--- src/hw/qtb_pkg.sv ---
// constants, types and helpers shared by the quadrature timer block
package qtb_pkg;

	// ********************************************************
	// register byte offsets
	// ********************************************************
	localparam logic [7:0] ADDR_CORE_CTL = 8'h00;
	localparam logic [7:0] ADDR_CORE_VAL = 8'h04;
	localparam logic [7:0] ADDR_AUX1_CTL = 8'h08;
	localparam logic [7:0] ADDR_AUX1_VAL = 8'h0c;
	localparam logic [7:0] ADDR_AUX2_CTL = 8'h10;
	localparam logic [7:0] ADDR_AUX2_VAL = 8'h14;

	// ********************************************************
	// control field positions, same in every timer
	// ********************************************************
	localparam int SEL_LSB   = 0;
	localparam int MODE_LSB  = 3;
	localparam int RUN_BIT   = 6;
	localparam int UD_BIT    = 7;
	localparam int UDE_BIT   = 8;
	localparam int RC_BIT    = 9;
	localparam int OTL_BIT   = 10;
	localparam int OE_BIT    = 11;
	localparam int RDIR_BIT  = 12;
	localparam int CHDIR_BIT = 13;
	localparam int EDGE_BIT  = 14;

	// ********************************************************
	// reset values and widths
	// ********************************************************
	localparam logic [15:0] CTL_RESET = 16'h0000;
	localparam logic [15:0] VAL_RESET = 16'h0000;
	localparam int          PRE_WIDTH = 10;
	localparam int          PIN_COUNT = 6;

	typedef enum logic [2:0] {
		MODE_TIMER    = 3'b000,
		MODE_COUNTER  = 3'b001,
		MODE_GATE_LO  = 3'b010,
		MODE_GATE_HI  = 3'b011,
		MODE_ROTATION = 3'b110,
		MODE_EDGE     = 3'b111
	} qtb_mode_t;

	// prescaler tick: factor 8 * 2^sel
	function automatic logic qtb_pre_tick(input logic [9:0] pre,
		input logic [2:0] sel);
		logic [9:0] mask;
		mask = (10'h008 << sel) - 10'h001;
		return &(pre | ~mask);
	endfunction : qtb_pre_tick

	// counter mode edge pick: 01 rise, 10 fall, 11 any
	function automatic logic qtb_edge(input logic [1:0] sel,
		input logic rise, input logic fall);
		return (sel[0] & rise) | (sel[1] & fall);
	endfunction : qtb_edge

	// encoder decode, returns {step, down}
	function automatic logic [1:0] qtb_quad(input logic [2:0] sel,
		input logic inR, input logic inF, input logic dR,
		input logic dF, input logic inL, input logic dL);
		logic useIn;
		logic useDir;
		useIn  = ~sel[2] & sel[0] & (inR | inF);
		useDir = ~sel[2] & sel[1] & (dR | dF);
		if (useIn) begin
			return {1'b1, inR ? dL : ~dL};
		end
		if (useDir) begin
			return {1'b1, dR ? ~inL : inL};
		end
		return 2'b00;
	endfunction : qtb_quad

endpackage : qtb_pkg

--- src/hw/qtb_timer_block.sv ---
// quadrature timer block top: core timer, two aux timers, apb slave
//
// Notes on behaviour
// mode 110 or 111 selects encoder mode
// select field picks counting edges, 000 stops
// direction from edge and other phase
// mode 110 interrupts on direction change
// mode 111 interrupts on every count
// direction, change and count flags readable
// software enables external direction, pins inputs
// inputs held four clocks, max clk/8
// aux timers identical, core timer options
// common control bits share positions
// aux run from own or core bit
// aux timers lack output and latch
// aux select picks input or latch edge
// only hardware latch toggles clock aux
// both edges 32 bit, one edge 33
// all timers sixteen bits wide
// concatenated timers keep own direction
// overflow toggles latch, software may write
// core run bit starts and stops
// inputs synchronised before edge detect
// timers wrap modulo 65536
`timescale 1ns/100ps
`default_nettype none
module qtb_timer_block
	import qtb_pkg::*;
(
	input  wire logic        clk_sys,
	input  wire logic        rst_b,
	input  wire logic        psel,
	input  wire logic        penable,
	input  wire logic        pwrite,
	input  wire logic [7:0]  paddr,
	input  wire logic [31:0] pwdata,
	output logic      [31:0] prdata,
	output logic             pready,
	output logic             pslverr,
	input  wire logic        coreCountIn,
	input  wire logic        coreDirIn,
	input  wire logic        aux1CountIn,
	input  wire logic        aux1DirIn,
	input  wire logic        aux2CountIn,
	input  wire logic        aux2DirIn,
	output logic             toggleOut,
	output logic             coreIrq
);

	// ********************************************************
	// input synchronisers
	// ********************************************************
	logic [PIN_COUNT-1:0] pins;
	logic [PIN_COUNT-1:0] sLvl;
	logic [PIN_COUNT-1:0] sRise;
	logic [PIN_COUNT-1:0] sFall;

	assign pins = {aux2DirIn, aux2CountIn, aux1DirIn, aux1CountIn,
		coreDirIn, coreCountIn};

	// synchronise all pins
	// four-clock hold covers the filter
	qtb_pin_sync #(
		.W(PIN_COUNT)
	) u_sync (
		.clk_sys(clk_sys),
		.rst_b  (rst_b),
		.pinIn  (pins),
		.lvl    (sLvl),
		.rise   (sRise),
		.fall   (sFall)
	);

	// ********************************************************
	// prescaler
	// ********************************************************
	logic [PRE_WIDTH-1:0] preCnt_q;

	always_ff @(posedge clk_sys or negedge rst_b) begin
		if (!rst_b) begin
			preCnt_q <= '0;
		end else begin
			preCnt_q <= preCnt_q + 10'h001;
		end
	end

	// ********************************************************
	// apb decode
	// ********************************************************
	logic        apbWr;
	logic        coreCtlWr;
	logic        coreValWr;
	logic [1:0]  auxCtlWr;
	logic [1:0]  auxValWr;
	logic        mapped;

	// writes land at the access edge while pready is high
	assign apbWr     = psel & penable & pready & pwrite;
	assign coreCtlWr = apbWr & (paddr == ADDR_CORE_CTL);
	assign coreValWr = apbWr & (paddr == ADDR_CORE_VAL);
	assign auxCtlWr  = {apbWr & (paddr == ADDR_AUX2_CTL),
		apbWr & (paddr == ADDR_AUX1_CTL)};
	assign auxValWr  = {apbWr & (paddr == ADDR_AUX2_VAL),
		apbWr & (paddr == ADDR_AUX1_VAL)};
	assign mapped = (paddr == ADDR_CORE_CTL) | (paddr == ADDR_CORE_VAL) |
		(paddr == ADDR_AUX1_CTL) | (paddr == ADDR_AUX1_VAL) |
		(paddr == ADDR_AUX2_CTL) | (paddr == ADDR_AUX2_VAL);

	// ********************************************************
	// control registers
	// ********************************************************
	logic [15:0] coreCtl_q;
	logic [15:0] auxCtl_q [2];

	// one layout for all
	always_ff @(posedge clk_sys or negedge rst_b) begin
		if (!rst_b) begin
			coreCtl_q <= CTL_RESET;
		end else if (coreCtlWr) begin
			coreCtl_q <= {4'h0, pwdata[OE_BIT], 2'b00, pwdata[8:0]};
		end
	end

	// ********************************************************
	// core timer step and direction
	// ********************************************************
	logic [2:0]  coreSel;
	qtb_mode_t   coreMode;
	logic        coreIncr;
	logic        coreTick;
	logic        coreStep;
	logic        coreDown;
	logic        coreUdDown;
	logic        coreGo;
	logic        coreOvf;
	logic [1:0]  coreQuad;
	logic [15:0] coreVal_q;

	assign coreSel  = coreCtl_q[SEL_LSB +: 3];
	assign coreMode = qtb_mode_t'(coreCtl_q[MODE_LSB +: 3]);
	assign coreTick = qtb_pre_tick(preCnt_q, coreSel);
	assign coreQuad = qtb_quad(coreSel, sRise[0], sFall[0], sRise[1],
		sFall[1], sLvl[0], sLvl[1]);
	// external direction only when software enables it
	assign coreUdDown = coreCtl_q[UDE_BIT] ? (sLvl[1] ^ coreCtl_q[UD_BIT])
		: coreCtl_q[UD_BIT];
	// encoder mode codes
	assign coreIncr = (coreMode == MODE_ROTATION) |
		(coreMode == MODE_EDGE);

	always_comb begin
		coreStep = 1'b0;
		coreDown = coreUdDown;
		unique case (coreMode)
			MODE_TIMER:   coreStep = coreTick;
			MODE_GATE_LO: coreStep = coreTick & ~sLvl[0];
			MODE_GATE_HI: coreStep = coreTick & sLvl[0];
			MODE_COUNTER: begin
				coreStep = ~coreSel[2] &
					qtb_edge(coreSel[1:0], sRise[0], sFall[0]);
			end
			// edge select
			// phase decode
			MODE_ROTATION, MODE_EDGE: begin
				coreStep = coreQuad[1];
				coreDown = coreQuad[0];
			end
			default: coreStep = 1'b0;
		endcase
	end

	// run bit gates counting
	assign coreGo  = coreCtl_q[RUN_BIT] & coreStep;
	assign coreOvf = coreGo &
		(coreDown ? (coreVal_q == 16'h0000) : (coreVal_q == 16'hffff));

	// wraps and keeps going
	always_ff @(posedge clk_sys or negedge rst_b) begin
		if (!rst_b) begin
			coreVal_q <= VAL_RESET;
		end else if (coreValWr) begin
			coreVal_q <= pwdata[15:0];
		end else if (coreGo) begin
			coreVal_q <= coreDown ? coreVal_q - 16'h0001
				: coreVal_q + 16'h0001;
		end
	end

	// ********************************************************
	// overflow toggle latch
	// ********************************************************
	logic otl_q;
	logic otlRise_q;
	logic otlFall_q;

	// toggle on wrap, software write wins
	always_ff @(posedge clk_sys or negedge rst_b) begin
		if (!rst_b) begin
			otl_q <= 1'b0;
		end else if (coreCtlWr) begin
			otl_q <= pwdata[OTL_BIT];
		end else if (coreOvf) begin
			otl_q <= ~otl_q;
		end
	end

	// pulses from wraps only
	always_ff @(posedge clk_sys or negedge rst_b) begin
		if (!rst_b) begin
			otlRise_q <= 1'b0;
			otlFall_q <= 1'b0;
		end else begin
			otlRise_q <= coreOvf & ~coreCtlWr & ~otl_q;
			otlFall_q <= coreOvf & ~coreCtlWr & otl_q;
		end
	end

	// ********************************************************
	// encoder status flags and interrupt
	// ********************************************************
	logic rdir_q;
	logic chdir_q;
	logic edgeFlag_q;
	logic dirChg;

	assign dirChg = coreIncr & coreGo & (coreDown != rdir_q);

	// status bits, set beats clear
	always_ff @(posedge clk_sys or negedge rst_b) begin
		if (!rst_b) begin
			rdir_q     <= 1'b0;
			chdir_q    <= 1'b0;
			edgeFlag_q <= 1'b0;
		end else begin
			if (coreIncr && coreGo) begin
				rdir_q <= coreDown;
			end
			if (dirChg) begin
				chdir_q <= 1'b1;
			end else if (coreCtlWr && !pwdata[CHDIR_BIT]) begin
				chdir_q <= 1'b0;
			end
			if (coreIncr && coreGo) begin
				edgeFlag_q <= 1'b1;
			end else if (coreCtlWr && !pwdata[EDGE_BIT]) begin
				edgeFlag_q <= 1'b0;
			end
		end
	end

	// rotation request
	// edge request
	always_ff @(posedge clk_sys or negedge rst_b) begin
		if (!rst_b) begin
			coreIrq   <= 1'b0;
			toggleOut <= 1'b0;
		end else begin
			coreIrq <= ((coreMode == MODE_ROTATION) & dirChg) |
				((coreMode == MODE_EDGE) & coreIncr & coreGo);
			toggleOut <= otl_q & coreCtl_q[OE_BIT];
		end
	end

	// ********************************************************
	// auxiliary timers
	// ********************************************************
	logic [15:0] auxVal [2];

	genvar g;
	generate
		for (g = 0; g < 2; g++) begin : g_aux
			always_ff @(posedge clk_sys or negedge rst_b) begin
				if (!rst_b) begin
					auxCtl_q[g] <= CTL_RESET;
				end else if (auxCtlWr[g]) begin
					auxCtl_q[g] <= {6'h00, pwdata[9:0]};
				end
			end

			// core run passed for remote control
			// latch pulses clock the upper half
			qtb_aux_timer u_aux (
				.clk_sys (clk_sys),
				.rst_b   (rst_b),
				.ctl     (auxCtl_q[g]),
				.coreRun (coreCtl_q[RUN_BIT]),
				.preCnt  (preCnt_q),
				.inLvl   (sLvl[2*g+2]),
				.inRise  (sRise[2*g+2]),
				.inFall  (sFall[2*g+2]),
				.dirLvl  (sLvl[2*g+3]),
				.dirRise (sRise[2*g+3]),
				.dirFall (sFall[2*g+3]),
				.otlRise (otlRise_q),
				.otlFall (otlFall_q),
				.loadEn  (auxValWr[g]),
				.loadData(pwdata[15:0]),
				.count   (auxVal[g])
			);
		end
	endgenerate

	// ********************************************************
	// apb answer
	// ********************************************************
	logic [31:0] rdMux;

	always_comb begin
		rdMux = 32'h0000_0000;
		unique case (paddr)
			ADDR_CORE_CTL: rdMux = {17'h00000, edgeFlag_q, chdir_q,
				rdir_q, coreCtl_q[OE_BIT], otl_q, 1'b0,
				coreCtl_q[8:0]};
			ADDR_CORE_VAL: rdMux = {16'h0000, coreVal_q};
			ADDR_AUX1_CTL: rdMux = {16'h0000, auxCtl_q[0]};
			ADDR_AUX1_VAL: rdMux = {16'h0000, auxVal[0]};
			ADDR_AUX2_CTL: rdMux = {16'h0000, auxCtl_q[1]};
			ADDR_AUX2_VAL: rdMux = {16'h0000, auxVal[1]};
			default:       rdMux = 32'h0000_0000;
		endcase
	end

	// answered in the first access cycle; data taken at setup
	always_ff @(posedge clk_sys or negedge rst_b) begin
		if (!rst_b) begin
			pready  <= 1'b0;
			pslverr <= 1'b0;
			prdata  <= 32'h0000_0000;
		end else begin
			pready  <= psel & ~penable;
			pslverr <= psel & ~penable & ~mapped;
			if (psel && !penable) begin
				prdata <= rdMux;
			end
		end
	end
endmodule : qtb_timer_block
`default_nettype wire

--- src/hw/qtb_pin_sync.sv ---
// three-stage pin synchroniser with filtered level and edge pulses
`timescale 1ns/100ps
`default_nettype none
module qtb_pin_sync
	import qtb_pkg::*;
#(
	parameter int W = 1
) (
	input  wire logic         clk_sys,
	input  wire logic         rst_b,
	input  wire logic [W-1:0] pinIn,
	output logic      [W-1:0] lvl,
	output logic      [W-1:0] rise,
	output logic      [W-1:0] fall
);
	logic [W-1:0] s1_q;
	logic [W-1:0] s2_q;
	logic [W-1:0] s3_q;

	genvar i;
	generate
		for (i = 0; i < W; i++) begin : g_bit
			always_ff @(posedge clk_sys or negedge rst_b) begin
				if (!rst_b) begin
					s1_q[i] <= 1'b0;
					s2_q[i] <= 1'b0;
					s3_q[i] <= 1'b0;
					lvl[i]  <= 1'b0;
					rise[i] <= 1'b0;
					fall[i] <= 1'b0;
				end else begin
					s1_q[i] <= pinIn[i];
					s2_q[i] <= s1_q[i];
					s3_q[i] <= s2_q[i];
					// level and edge change together, so decode sees both
					if (s2_q[i] == s3_q[i]) begin
						lvl[i] <= s3_q[i];
					end
					rise[i] <= (s2_q[i] == s3_q[i]) & s3_q[i] & ~lvl[i];
					fall[i] <= (s2_q[i] == s3_q[i]) & ~s3_q[i] & lvl[i];
				end
			end
		end
	endgenerate
endmodule : qtb_pin_sync
`default_nettype wire

--- src/hw/qtb_aux_timer.sv ---
// auxiliary 16-bit timer: timer, gated, counter and encoder modes
`timescale 1ns/100ps
`default_nettype none
module qtb_aux_timer
	import qtb_pkg::*;
(
	input  wire logic        clk_sys,
	input  wire logic        rst_b,
	input  wire logic [15:0] ctl,
	input  wire logic        coreRun,
	input  wire logic [9:0]  preCnt,
	input  wire logic        inLvl,
	input  wire logic        inRise,
	input  wire logic        inFall,
	input  wire logic        dirLvl,
	input  wire logic        dirRise,
	input  wire logic        dirFall,
	input  wire logic        otlRise,
	input  wire logic        otlFall,
	input  wire logic        loadEn,
	input  wire logic [15:0] loadData,
	output logic      [15:0] count
);
	logic [2:0] sel;
	qtb_mode_t  mode;
	logic       run;
	logic       tick;
	logic       udDown;
	logic       step;
	logic       down;
	logic [1:0] quad;

	assign sel  = ctl[SEL_LSB +: 3];
	assign mode = qtb_mode_t'(ctl[MODE_LSB +: 3]);
	assign tick = qtb_pre_tick(preCnt, sel);
	assign quad = qtb_quad(sel, inRise, inFall, dirRise, dirFall,
		inLvl, dirLvl);
	// remote run select
	assign run    = ctl[RC_BIT] ? coreRun : ctl[RUN_BIT];
	assign udDown = ctl[UDE_BIT] ? (dirLvl ^ ctl[UD_BIT]) : ctl[UD_BIT];

	// same modes as core
	always_comb begin
		step = 1'b0;
		down = udDown;
		unique case (mode)
			// no output line or latch here
			MODE_TIMER:   step = tick;
			MODE_GATE_LO: step = tick & ~inLvl;
			MODE_GATE_HI: step = tick & inLvl;
			MODE_COUNTER: begin
				// input or latch edges
				// both edges 32 bit, one edge 33 bit
				if (sel[2]) begin
					step = qtb_edge(sel[1:0], otlRise, otlFall);
				end else begin
					step = qtb_edge(sel[1:0], inRise, inFall);
				end
			end
			MODE_ROTATION, MODE_EDGE: begin
				step = quad[1];
				down = quad[0];
			end
			default: step = 1'b0;
		endcase
	end

	// sixteen bit count
	// own direction kept
	always_ff @(posedge clk_sys or negedge rst_b) begin
		if (!rst_b) begin
			count <= VAL_RESET;
		end else if (loadEn) begin
			count <= loadData;
		end else if (run && step) begin
			count <= down ? count - 16'h0001 : count + 16'h0001;
		end
	end
endmodule : qtb_aux_timer
`default_nettype wire

--- config.mk ---
export PLATFORM = sky130hd
export DESIGN_NAME = qtb_timer_block
export DESIGN_NICKNAME = d
export VERILOG_FILES = /design/src/hw/qtb_pkg.sv /design/src/hw/qtb_timer_block.sv /design/src/hw/qtb_pin_sync.sv /design/src/hw/qtb_aux_timer.sv
export SDC_FILE = /design/constraint.sdc
export NUM_CORES = 1
export LEC_CHECK = 0
export BUFFER_PORTS_ARGS = -buffer_cell sky130_fd_sc_hd__buf_2
export CAP_MARGIN = 30
export CELL_PAD_IN_SITES_DETAIL_PLACEMENT = 1
export CELL_PAD_IN_SITES_GLOBAL_PLACEMENT = 2
export CORE_MARGIN = 2
export CORE_UTILIZATION = 42
export CTS_BUF_LIST = sky130_fd_sc_hd__clkbuf_4
export DETAILED_ROUTE_END_ITERATION = 16
export GPL_TIMING_DRIVEN = 0
export HOLD_SLACK_MARGIN = 0.02
export PLACE_DENSITY_LB_ADDON = 0.1
export SLEW_MARGIN = 5
export SYNTH_ARGS = -nofsm -noshare
export SYNTH_HDL_FRONTEND = slang
export SYNTH_SLANG_ARGS = --single-unit
--- constraint.sdc ---
create_clock -name clk_sys -period 8.7 [get_ports clk_sys]
set_input_delay 1.305 -clock clk_sys [delete_from_list [all_inputs] [get_ports clk_sys]]
set_output_delay 1.305 -clock clk_sys [all_outputs]
set_load 0.005 [all_outputs]
==> summary.md, run 1 <==
| Metric | Value |
|---|---|
| Total wire length after detailed routing | 29380 µm |
| Wire length of the first global-routing pass | 46740 µm |
| Reported net switching power | 436.8 µW |
| CTS H-tree depth | 4 |
| Worst setup path startpoint | coreCtl_q[0] |
| Total of warnings raised by yosys | 0 |
| Clock transition at the register clock pins on the worst setup and hold paths after CTS | 0.15 ns |
| Core region area | 0.02243 mm² |
| Flop and latch count out of synthesis | 150 |
| Worst slack at placement | 4.236 ns |
| Maximum number of pins on one net before global-route repair | 109 |
| CTS tree | yes |
| Fill cell total of the finished layout | 2635 |
| Kind of launch point of the worst setup path | flip-flop |
| Share of layout cells above drive strength 1 | 14.69% |
| Worst slew margin | 40.68% |
| Clock latency on the worst-skew pair | 0.62 ns |
| Kind of end point of the critical path | flip-flop |
| Cells after DPL | 1376 |
| Placement Rows | 55 |
| Class of the tightest hold or removal check | flip-flop to flip-flop |
| Post-CTS repair timing setup buffer count | 0 |
| Total die area | 0.02393 mm² |
| Average vias per placed instance | 5.713 |
| Power share of the sequential group | 52.2% |
| Leading area contributor after synthesis | sky130_fd_sc_hd__dfrtp_1 |
| Final HPWL DP | 22140 µm |
| Final-layout worst hold slack | 0.3702 ns |
| Share of the clock period used by the worst path after layout | 52.82% |
| Mapped Cells | 1022 |
| Average routed wire per standard cell | 20.85 µm |
| Top-level port count | 87 |
| Worst vdd rail ir drop | 63.13 µV |
| Clk sinks | 150 |
| Total CTS buffers | 17 |
| Max Fclk | 217.6 MHz |
| Proportion of netlist area held by the largest area contributor | 39.35% |
| Relative contribution of the clock network to total power | 34.6% |
| Switching power as a share of total power | 30.91% |
| Area of the mapped netlist | 0.009539 mm² |
| Leftover overflow at the end of global routing | 0 |
| Filler-free cell count of the finished design | 1409 |
| Reg2Reg Setup Slack | 4.10 ns |
| Max Clock Skew | 0.02961 ns |
| Mean cell area of the mapped netlist | 9.334 µm² |
| Total count of hold-check failures in the final report | 0 |
| Initial standard-cell utilization of the core | 42.52% |
| Final-stage net count | 1222 |
| DR iter-0 viols | 453 |
| Count of cells resized by post-cts repair | 0 |
| Layout area overhead | 11.02% |
| Sum Neg Setup Slack | 0 ns |
| Clk buf depth | 2 |
| Top_reg_cell synth | sky130_fd_sc_hd__dfrtp_1 |
| Largest fanout on the critical path | 16 |
| Via count of the routed design | 8049 |
| Weighted congestion reported at the end of routability-driven placement | 0.8084 |
| Library cells used by synthesis | 70 |
| Final setup violation count | 0 |
| Overall Global Routing Usage | 25.50% |
| Combinational fraction of design power | 13.2% |
| Die Wd | 154.7 µm |
| Hold path startpoint | u_sync.s1_q[4] |
| Antenna Violating Nets Remaining | 0 |
| Final Max Slew Viols | 0 |
| Time the worst path needs with I/O delays and setup | 4.595 ns |
| Number of enable-type register cells in the synthesized netlist | 0 |
| Overall power of the completed layout | 1413 µW |
| Number of buffers added to fix hold violations after cts | 0 |
| Critical Setup Path Class | flip-flop to flip-flop |
| Y dimension of the die | 154.7 µm |
| Count of unresolved DRC violations after routing | 0 |
| Worst reg2reg startpoint | coreCtl_q[0] |
| Arrival time reported for the critical path endpoint | 5.11 ns |
| Leakage component of the power | 0.004728 µW |
| Worst-case setup margin in the final layout | 4.105 ns |
| Measured slew at the worst slew-check pin | 0.8898 ns |
| Number of I/O port buffers | 52 |
| Cell types occupying the most area after synthesis | sky130_fd_sc_hd__dfrtp_1, sky130_fd_sc_hd__ha_1, sky130_fd_sc_hd__o21ai_0 |
| Cell at the root of the clock tree | sky130_fd_sc_hd__clkbuf_4 |
| Number of global-route vias before repair | 8076 |
| Internal power | 976.4 µW |
| Detailed-routing iteration count for the pre-antenna-repair pass | 6 |
| Result of the run | completed |
| Setup repair after global routing missed its margin | false |
| Initial antenna violation count | 1 |
| Proportion of register bits with asynchronous set or reset after synthesis | 100.0% |
| Maximum capacitance violations | 0 |
| Sequential area share after synthesis | 39.35% |
| P per Cell Area | 133.4 mW/mm² |
| Data required time at the worst endpoint | 9.22 ns |
==> cell usage in the layout, fill, tap and decap left out, types with 30 or more instances in the layout <==
cell type / instances
sky130_fd_sc_hd__inv_1: 32
sky130_fd_sc_hd__nor2_1: 59
sky130_fd_sc_hd__buf_2: 61
sky130_fd_sc_hd__mux2_2: 38
sky130_fd_sc_hd__xnor2_1: 40
sky130_fd_sc_hd__o21ai_0: 97
sky130_fd_sc_hd__mux2i_1: 36
sky130_fd_sc_hd__nand2_1: 116
sky130_fd_sc_hd__a21oi_1: 56
sky130_fd_sc_hd__clkbuf_1: 30
sky130_fd_sc_hd__dfrtp_1: 150
sky130_fd_sc_hd__ha_1: 58
==> state kept, by name, summed over array words and instances, names as in the netlist, 6 cells and up <==
register and count:
auxCtl_q 20, coreCtl_q 10, coreVal_q 16, g_aux.u_aux.count 32
prdata 16, preCnt_q 10, u_sync.fall 6, u_sync.lvl 6
u_sync.rise 6, u_sync.s1_q 6, u_sync.s2_q 6, u_sync.s3_q 6
==> stage by stage <==
| step | util, % | cell area [µm²] |
|---|---|---|
| 3_3_place_gp | 45.52 | 10210 |
| 4_1_cts | 47.19 | 10590 |
| 3_5_place_dp | 45.82 | 10280 |
| 5_1_grt | 47.21 | 10590 |
| 6_report | 47.21 | 10590 |
| 2_1_floorplan | - | 9595 |
==> Yosys cell counts, drive strengths merged (3+ instances only) <==
master	number
a22oi	3
nand2b	10
o21ai	98
mux2i	36
nor3	20
and2	13
inv	32
o22ai	5
mux2	38
nand3	21
o31ai	5
nor3b	4
o21bai	5
nand4	8
nor4	6
a221oi	13
a31oi	5
a32oi	3
nor2b	17
fa	3
o2111ai	3
a21boi	4
nand4b	4
or3	11
a21oi	57
xnor2	40
and3	9
clkbuf	30
a22o	20
a222oi	5
nor2	59
ha	58
xor2	14
a2bb2oi	4
dfrtp	150
and4	4
a21o	19
a211oi	8
buf	31
nand2	116
==> critical path: stages (launching register included) <==
cell	delay (ns)
sky130_fd_sc_hd__dfrtp_1	0.39
sky130_fd_sc_hd__clkbuf_1	0.37
sky130_fd_sc_hd__o21ai_0	0.21
sky130_fd_sc_hd__a32oi_1	0.24
sky130_fd_sc_hd__o31a_1	0.41
sky130_fd_sc_hd__inv_1	0.42
sky130_fd_sc_hd__fa_1	0.53
sky130_fd_sc_hd__a21o_1	0.19
sky130_fd_sc_hd__a21oi_1	0.28
sky130_fd_sc_hd__o21ai_0	0.12
sky130_fd_sc_hd__a21boi_0	0.41
sky130_fd_sc_hd__o21ai_0	0.24
sky130_fd_sc_hd__mux2_2	0.31
sky130_fd_sc_hd__a31o_2	0.22
sky130_fd_sc_hd__a21oi_1	0.17
==> worst paths after layout <==
check | cells past startpoint | to
max in group asynchronous | 2 | g_aux[0].u_aux.count[10]
setup reg to reg | 14 | coreVal_q[12]
hold / removal | 0 | u_sync.s2_q[4]
min in group asynchronous | 1 | u_sync.rise[1]
hold reg to reg | 0 | u_sync.s2_q[4]
setup / recovery | 14 | coreVal_q[12]
==> logic make-up after synthesis <==
family,share of synthesized area [%]
multiplexers,8.263
adder cells (fa/ha/maj),8.237
other,0.03931
AO/OA/AOI/OAI,18.57
buffers and inverters,4.538
XOR/XNOR,4.958
flip-flops,39.35
AND/OR/NAND/NOR,16.04
==> power by group through the flow <==
| stage | logic [µW] | registers (µW) | clock network, µW |
|---|---|---|---|
| finish | 186 | 738 | 489 |
| global route | 208 | 742 | 532 |
| CTS | 187 | 739 | 502 |
| detailed placement | 186 | 752 | 0 |
| global placement | 181 | 751 | 0 |
| floorplan | 120 | 743 | 0 |
==> cell type report <==
cell class / count / area (µm²) / area share [%]
repair buffers: 54 / 309.0 / 2.918
well taps: 285 / 356.6 / 3.367
plain buffers: 61 / 312.8 / 2.954
multi-input cells: 794 / 5426 / 51.24
diodes: 1 / 2.502 / 0.02363
clock inverters: 15 / 181.4 / 1.713
clock buffers: 17 / 127.6 / 1.205
inverters: 32 / 120.1 / 1.134
flip-flops and latches: 150 / 3754 / 35.44
==> routing by layer <==
metal / GRT usage [%] / up-vias / part of all wire, %
met5: 0 / - / 0
li1: - / 3855 / -
met2: 39.97 / 142 / 45
met1: 37.04 / 4022 / 50
met3: 3.699 / 30 / 3.2
met4: 6.702 / 0 / 1.6
No activity file was read; power rests on OpenSTA's default activity.
==> run 2: changes to the inputs <==
--- a/config.mk
+++ b/config.mk
@@ -5,12 +5,13 @@
 export SDC_FILE = /design/constraint.sdc
 export NUM_CORES = 1
 export LEC_CHECK = 0
+export ABC_AREA = 1
 export BUFFER_PORTS_ARGS = -buffer_cell sky130_fd_sc_hd__buf_2
 export CAP_MARGIN = 30
 export CELL_PAD_IN_SITES_DETAIL_PLACEMENT = 1
 export CELL_PAD_IN_SITES_GLOBAL_PLACEMENT = 2
 export CORE_MARGIN = 2
-export CORE_UTILIZATION = 42
+export CORE_UTILIZATION = 32
 export CTS_BUF_LIST = sky130_fd_sc_hd__clkbuf_4
 export DETAILED_ROUTE_END_ITERATION = 16
 export GPL_TIMING_DRIVEN = 0
==> constraint.sdc (replaced) <==
create_clock -name clk_sys -period 3.9 [get_ports clk_sys]
set_input_delay 0.585 -clock clk_sys [delete_from_list [all_inputs] [get_ports clk_sys]]
set_output_delay 0.585 -clock clk_sys [all_outputs]
set_load 0.005 [all_outputs]
==> summary.md, run 2 <==
| Metric | Value |
|---|---|
| Delay-heaviest family, CP | simple AND/OR/NAND/NOR gates |
| Most common cell in the synthesized netlist | sky130_fd_sc_hd__nand2_1 |
| Top_reg_cell synth | sky130_fd_sc_hd__dfrtp_1 |
| Clock transition at the register clock pins on the worst setup and hold paths after CTS | 0.15 ns |
| Total die area | 0.03417 mm² |
| Placement Rows | 66 |
| Worst reg2reg startpoint | auxCtl_q[2] |
| Arrival time reported for the critical path endpoint | 3.91 ns |
| Layout area overhead | 11.67% |
| Die Wd | 184.9 µm |
| Proportion of register bits with asynchronous set or reset after synthesis | 100.0% |
| Leading cell types by count after synthesis | sky130_fd_sc_hd__nand2_1, sky130_fd_sc_hd__inv_1, sky130_fd_sc_hd__dfrtp_1 |
| Worst vdd rail ir drop | 202.0 µV |
| Maximum capacitance violations | 0 |
| Data required time at the worst endpoint | 4.40 ns |
| Critical Setup Path Class | flip-flop to flip-flop |
| Time the worst path needs with I/O delays and setup | 3.404 ns |
| Measured slew at the worst slew-check pin | 0.7114 ns |
| Area of the mapped netlist | 0.01047 mm² |
| Weighted congestion reported at the end of routability-driven placement | 0.8761 |
| Setup repair after global routing missed its margin | false |
| Detailed-routing iteration count for the pre-antenna-repair pass | 5 |
| Leftover overflow at the end of global routing | 0 |
| Instance count on the critical path | 19 |
| DR iter-0 viols | 695 |
| Clk sinks | 150 |
| Total of warnings raised by yosys | 0 |
| Depth of the most critical reg-to-reg path | 19 |
| Fill cell total of the finished layout | 4177 |
| Leading area contributor after synthesis | sky130_fd_sc_hd__dfrtp_1 |
| Leakage component of the power | 0.006018 µW |
| Final setup violation count | 0 |
| Kind of launch point of the worst setup path | flip-flop |
| Final-stage net count | 1695 |
| Dominant cell type by count on the critical path | sky130_fd_sc_hd__nand2_1 |
| Core region area | 0.03237 mm² |
| Largest fanout on the critical path | 17 |
| Cell types occupying the most area after synthesis | sky130_fd_sc_hd__dfrtp_1, sky130_fd_sc_hd__nand2_1, sky130_fd_sc_hd__ha_1 |
| Wire length of the first global-routing pass | 60510 µm |
| Via count of the routed design | 10050 |
| Initial standard-cell utilization of the core | 32.33% |
| Average routed wire per standard cell | 18.92 µm |
| Clock latency on the worst-skew pair | 0.61 ns |
| Antenna Violating Nets Remaining | 0 |
| Capturing instance or port of the critical path | g_aux[1].u_aux.count[7] |
| Average vias per placed instance | 4.931 |
| Clk buf depth | 2 |
| Total count of hold-check failures in the final report | 0 |
| P per Cell Area | 265.6 mW/mm² |
| Overall Global Routing Usage | 23.70% |
| Number of global-route vias before repair | 10450 |
| Count of unresolved DRC violations after routing | 0 |
| Max Clock Skew | 0.03267 ns |
| Overall power of the completed layout | 3104 µW |
| Highest-count cells in the layout ignoring fill and taps | sky130_fd_sc_hd__nand2_1, sky130_fd_sc_hd__inv_1, sky130_fd_sc_hd__dfrtp_1 |
| Final HPWL DP | 30640 µm |
| Final Max Slew Viols | 0 |
| Reg2Reg Setup Slack | 0.50 ns |
| Share of the clock period used by the worst path after layout | 87.28% |
| Crit Reg-Reg Endpoint | g_aux[1].u_aux.count[7] |
| Result of the run | completed |
| CTS tree | yes |
| Maximum number of pins on one net before global-route repair | 83 |
| Total wire length after detailed routing | 38560 µm |
| Share of layout cells above drive strength 1 | 10.60% |
| Flop and latch count out of synthesis | 150 |
| Crit-path max cell delay | 0.47 ns |
| Total CTS buffers | 17 |
| Multi-input gate area in the final layout | 0.005710 mm² |
| Library cells used by synthesis | 46 |
| Sequential area share after synthesis | 35.86% |
| Mapped Cells | 1488 |
| Commonest non-fill, non-tap cell in the layout | sky130_fd_sc_hd__nand2_1 |
| CTS H-tree depth | 4 |
| Worst setup path startpoint | auxCtl_q[2] |
| Class of the tightest hold or removal check | input pin to flip-flop |
| Proportion of netlist area held by the largest area contributor | 35.86% |
| Number of enable-type register cells in the synthesized netlist | 0 |
| Y dimension of the die | 184.9 µm |
| Sequential cell area | 0.003754 mm² |
| Top-level port count | 87 |
| Number of I/O port buffers | 54 |
| Number of buffers and inverters on the critical path | 3 |
| Mean cell area of the mapped netlist | 7.034 µm² |
| Largest registers | g_aux.u_aux.count x32, auxCtl_q x20 |
| Worst slew margin | 52.57% |
| Sum Neg Setup Slack | 0 ns |
| Worst path cell trace | buf_4 -> inv_1 -> nand2_1 -> nor2_1 -> nand2_1 -> nand2_1 -> inv_1 -> nand2_1 -> nand2_2 -> ha_1 -> a21oi_1 -> nand2_1 -> nand2_1 -> nand2_1 -> or2_2 -> nand3_1 -> o21ai_1 -> nand2_1 -> nand2_1 |
| Cell at the root of the clock tree | sky130_fd_sc_hd__clkbuf_4 |
| Slowest library cell on the worst path | sky130_fd_sc_hd__ha_1 |
| Initial antenna violation count | 1 |
| Kind of end point of the critical path | flip-flop |
| Largest Register | g_aux.u_aux.count |
| Max Fclk | 293.8 MHz |
| Number of flip-flops in the largest register | 32 |
[run 2: timing repair]
action                                  in CTS  in global routing
endpoints found under the setup margin       0                  8
buffers inserted                             0                  3
resized for setup                            0                  2
endpoints found under the hold margin       68                  2
hold buffers                                 1                  2
[run 2: stage by stage]
step                utilization, %  hold WS (ns)  setup WS (ns)  cells  cell area, µm²
global placement             35.05        0.3327        -0.3232   1999           11350
floorplan                        -        0.2894          1.143   1503           10520
finish                       36.10       0.09018         0.4962   2038           11690
detailed placement           35.17        0.3385         0.1931   2000           11380
global route                 36.10       0.02662        0.06088   2038           11690
CTS                          35.95       0.02373         0.1438   2032           11640
[run 2: cells by family after synthesis]
family / synth area share [%]
fa+ha+maj: 7.508
simple gates: 30.95
other cells: 0.03583
xor+xnor: 2.510
flops: 35.86
compound gates: 12.99
buf+inv: 10.14
[run 2: worst min path at each step]
stage | startpoint | to | slack, ns | depth (start not counted)
floorplan | rst_b | auxCtl_q[0] | 0.29 | 0
global placement | u_sync.s1_q[4] | u_sync.s2_q[4] | 0.33 | 0
detailed placement | u_sync.s1_q[4] | u_sync.s2_q[4] | 0.34 | 0
CTS | coreCountIn | u_sync.s1_q[0] | 0.02 | 1
global route | aux2CountIn | u_sync.s1_q[4] | 0.03 | 1
finish | aux2CountIn | u_sync.s1_q[4] | 0.09 | 1
[run 2: layout make-up]
cell class                      count  share of cell area, %
Multi-Input combinational cell   1114                  48.86
Sequential cell                   150                  32.12
Inverter                          197                  6.402
Tap cell                          442                  4.732
Timing Repair Buffer               61                  3.083
Buffer                             42                  2.708
Clock buffer                       18                  1.156
Clock inverter                     13                 0.9207
Antenna cell                        1                0.02141
[run 2: power by group]
group	total, µW	internal (µW)	switching [µW]	leakage [µW]
clock	951	315	636	0.000130
sequential	1650	1600	49.3	0.00185
combinational	504	175	328	0.00404
total	3100	2090	1010	0.00602
[run 2: worst register-to-register path, delay by kind of cell, from the launching register on]
family | cells | cell delay, ns
compound gates | 2 | 0.24
fa+ha+maj | 1 | 0.48
buf+inv | 3 | 0.42
flops | 1 | 0.39
simple gates | 13 | 1.77
[run 2: layer usage]
layer / track usage [%] / share of wire, %
met1: 32.15 / 48
met2: 40.00 / 48
met3: 3.126 / 3.1
met4: 5.651 / 1.5
met5: 0 / 0
==> run 3: changes to the inputs <==
--- a/config.mk
+++ b/config.mk
@@ -10,6 +10,7 @@
 export CAP_MARGIN = 30
 export CELL_PAD_IN_SITES_DETAIL_PLACEMENT = 1
 export CELL_PAD_IN_SITES_GLOBAL_PLACEMENT = 2
+export CORE_ASPECT_RATIO = 0.75
 export CORE_MARGIN = 2
 export CORE_UTILIZATION = 32
 export CTS_BUF_LIST = sky130_fd_sc_hd__clkbuf_4
@@ -17,6 +18,7 @@
 export GPL_TIMING_DRIVEN = 0
 export HOLD_SLACK_MARGIN = 0.02
 export PLACE_DENSITY_LB_ADDON = 0.1
+export REMOVE_ABC_BUFFERS = 1
 export SLEW_MARGIN = 5
 export SYNTH_ARGS = -nofsm -noshare
 export SYNTH_HDL_FRONTEND = slang
==> summary.md, run 3 (same netlist as run 2, synthesis figures left out) <==
| Metric | Value |
|---|---|
| Result of the run | completed |
| Initial antenna violation count | 3 |
| Final-layout worst hold slack | 0.09374 ns |
| Core region area | 0.03231 mm² |
| Clock latency on the worst-skew pair | 0.61 ns |
| Kind of launch point of the worst setup path | flip-flop |
| Largest registers | g_aux.u_aux.count x32, auxCtl_q x20 |
| Final HPWL DP | 30120 µm |
| Final setup violation count | 0 |
| Total CTS buffers | 17 |
| Kind of end point of the critical path | flip-flop |
| P per Cell Area | 279.9 mW/mm² |
| Largest Register | g_aux.u_aux.count |
| Clock transition at the register clock pins on the worst setup and hold paths after CTS | 0.14 ns |
| Detailed-routing iteration count for the pre-antenna-repair pass | 5 |
| Largest fanout on the critical path | 17 |
| Max Clock Skew | 0.02758 ns |
| Fill cell total of the finished layout | 4149 |
| Sequential cell area | 0.003754 mm² |
| Worst vdd rail ir drop | 174.2 µV |
| Antenna Violating Nets Remaining | 0 |
| Total wire length after detailed routing | 37980 µm |
| Clk buf depth | 2 |
| Commonest non-fill, non-tap cell in the layout | sky130_fd_sc_hd__nand2_1 |
| Average vias per placed instance | 4.986 |
| Overall Global Routing Usage | 23.31% |
| Clk sinks | 150 |
| Weighted congestion reported at the end of routability-driven placement | 0.8401 |
| Share of the core filled with cells in the final layout | 35.40% |
| Max Fclk | 286.1 MHz |
| DR iter-0 viols | 550 |
| Final-stage net count | 1655 |
| Final Max Slew Viols | 0 |
| Number of I/O port buffers | 54 |
| Initial standard-cell utilization of the core | 32.40% |
| Y dimension of the die | 160.6 µm |
| Overall power of the completed layout | 3202 µW |
| Maximum number of pins on one net before global-route repair | 101 |
| Maximum capacitance violations | 0 |
| Multi-input gate area in the final layout | 0.005708 mm² |
| Leftover overflow at the end of global routing | 0 |
| CTS tree | yes |
| Arrival time reported for the critical path endpoint | 3.98 ns |
| Count of unresolved DRC violations after routing | 0 |
| Total count of hold-check failures in the final report | 0 |
| Number of flip-flops in the largest register | 32 |
| Worst-case setup margin in the final layout | 0.4041 ns |
| Wire length of the first global-routing pass | 59910 µm |
| Worst slew margin | 51.09% |
| Critical Setup Path Class | flip-flop to flip-flop |
| Share of the clock period used by the worst path after layout | 89.64% |
| Post-CTS repair timing setup buffer count | 0 |
| Setup repair after global routing missed its margin | false |
| Top-level port count | 87 |
| Class of the tightest hold or removal check | input pin to flip-flop |
| Data required time at the worst endpoint | 4.39 ns |
| Leakage component of the power | 0.005845 µW |
| Cell at the root of the clock tree | sky130_fd_sc_hd__clkbuf_4 |
| Die Wd | 212.8 µm |
| Total die area | 0.03418 mm² |
| Placement Rows | 57 |
| Sum Neg Setup Slack | 0 ns |
| Share of layout cells above drive strength 1 | 8.483% |
| Highest-count cells in the layout ignoring fill and taps | sky130_fd_sc_hd__nand2_1, sky130_fd_sc_hd__inv_1, sky130_fd_sc_hd__dfrtp_1 |
| Number of global-route vias before repair | 9924 |
| Average routed wire per standard cell | 19.00 µm |
| Worst slack at placement | 0.3891 ns |
| CTS H-tree depth | 4 |
| Layout area overhead | 9.277% |
| Time the worst path needs with I/O delays and setup | 3.496 ns |
| Measured slew at the worst slew-check pin | 0.7315 ns |
| Via count of the routed design | 9967 |
[run 3: repair_timing]
| item | in CTS | in global routing |
|---|---|---|
| hold buffers | 5 | 1 |
| endpoints found under the hold margin | 54 | 1 |
| setup endpoints to repair | 0 | 2 |
| gates resized for setup | 0 | 1 |
[run 3: worst paths after layout]
path | slack [ns] | start | cells past startpoint | endpoint
worst max-delay path | 0.40 | auxCtl_q[2] | 17 | g_aux[1].u_aux.count[14]
worst min-delay path | 0.09 | aux1DirIn | 1 | u_sync.s1_q[3]
worst max register to register | 0.40 | auxCtl_q[2] | 17 | g_aux[1].u_aux.count[14]
worst min register to register | 0.37 | u_sync.s1_q[4] | 0 | u_sync.s2_q[4]
max in group asynchronous | 2.56 | rst_b | 3 | g_aux[1].u_aux.count[9]
min in group asynchronous | 0.45 | rst_b | 2 | u_sync.s1_q[5]
[run 3: where the power goes]
group | switching [µW] | internal, µW
Combinational | 328 | 162
Sequential | 54.3 | 1600
Clock | 666 | 392
[run 3: layout make-up]
class                   instances  area share [%]
well taps                     442           4.835
repair buffers                 63           3.380
clock inverters                14           1.313
inverters                     197           6.542
diodes                          1         0.02188
multi-input cells            1114           49.91
clock buffers                  18           1.181
flip-flops and latches        150           32.82
[run 3: metal layers]
layer | share of wire, % | global-route usage [%] | vias up
met3 | 3.2 | 2.835 | 26
li1 | - | - | 4929
met1 | 54 | 36.73 | 4866
met4 | 1.5 | 4.800 | 0
met5 | 0 | 0 | -
met2 | 42 | 33.71 | 146
[run 3: worst max-delay path, stage by stage (launching register included)]
cell and delay, ns:
sky130_fd_sc_hd__dfrtp_1 0.50, sky130_fd_sc_hd__inv_1 0.26, sky130_fd_sc_hd__nand2_1 0.08, sky130_fd_sc_hd__nor2_1 0.10, sky130_fd_sc_hd__nand2_1 0.06, sky130_fd_sc_hd__nand2_1 0.06, sky130_fd_sc_hd__inv_1 0.04, sky130_fd_sc_hd__nand2_1 0.15
sky130_fd_sc_hd__nand2_1 0.48, sky130_fd_sc_hd__ha_1 0.57, sky130_fd_sc_hd__a21oi_1 0.33, sky130_fd_sc_hd__o21ai_0 0.18, sky130_fd_sc_hd__a21oi_1 0.20, sky130_fd_sc_hd__nand3b_1 0.10, sky130_fd_sc_hd__nand3_1 0.10, sky130_fd_sc_hd__nand2_1 0.06
sky130_fd_sc_hd__nand2_1 0.05, sky130_fd_sc_hd__nand2_1 0.05
[run 3: through the flow]
step	cell area [µm²]	cells
3_3_place_gp	11030	1957
2_1_floorplan	10210	1461
3_5_place_dp	11090	1960
4_1_cts	11420	1997
6_report	11440	1999
5_1_grt	11440	1999
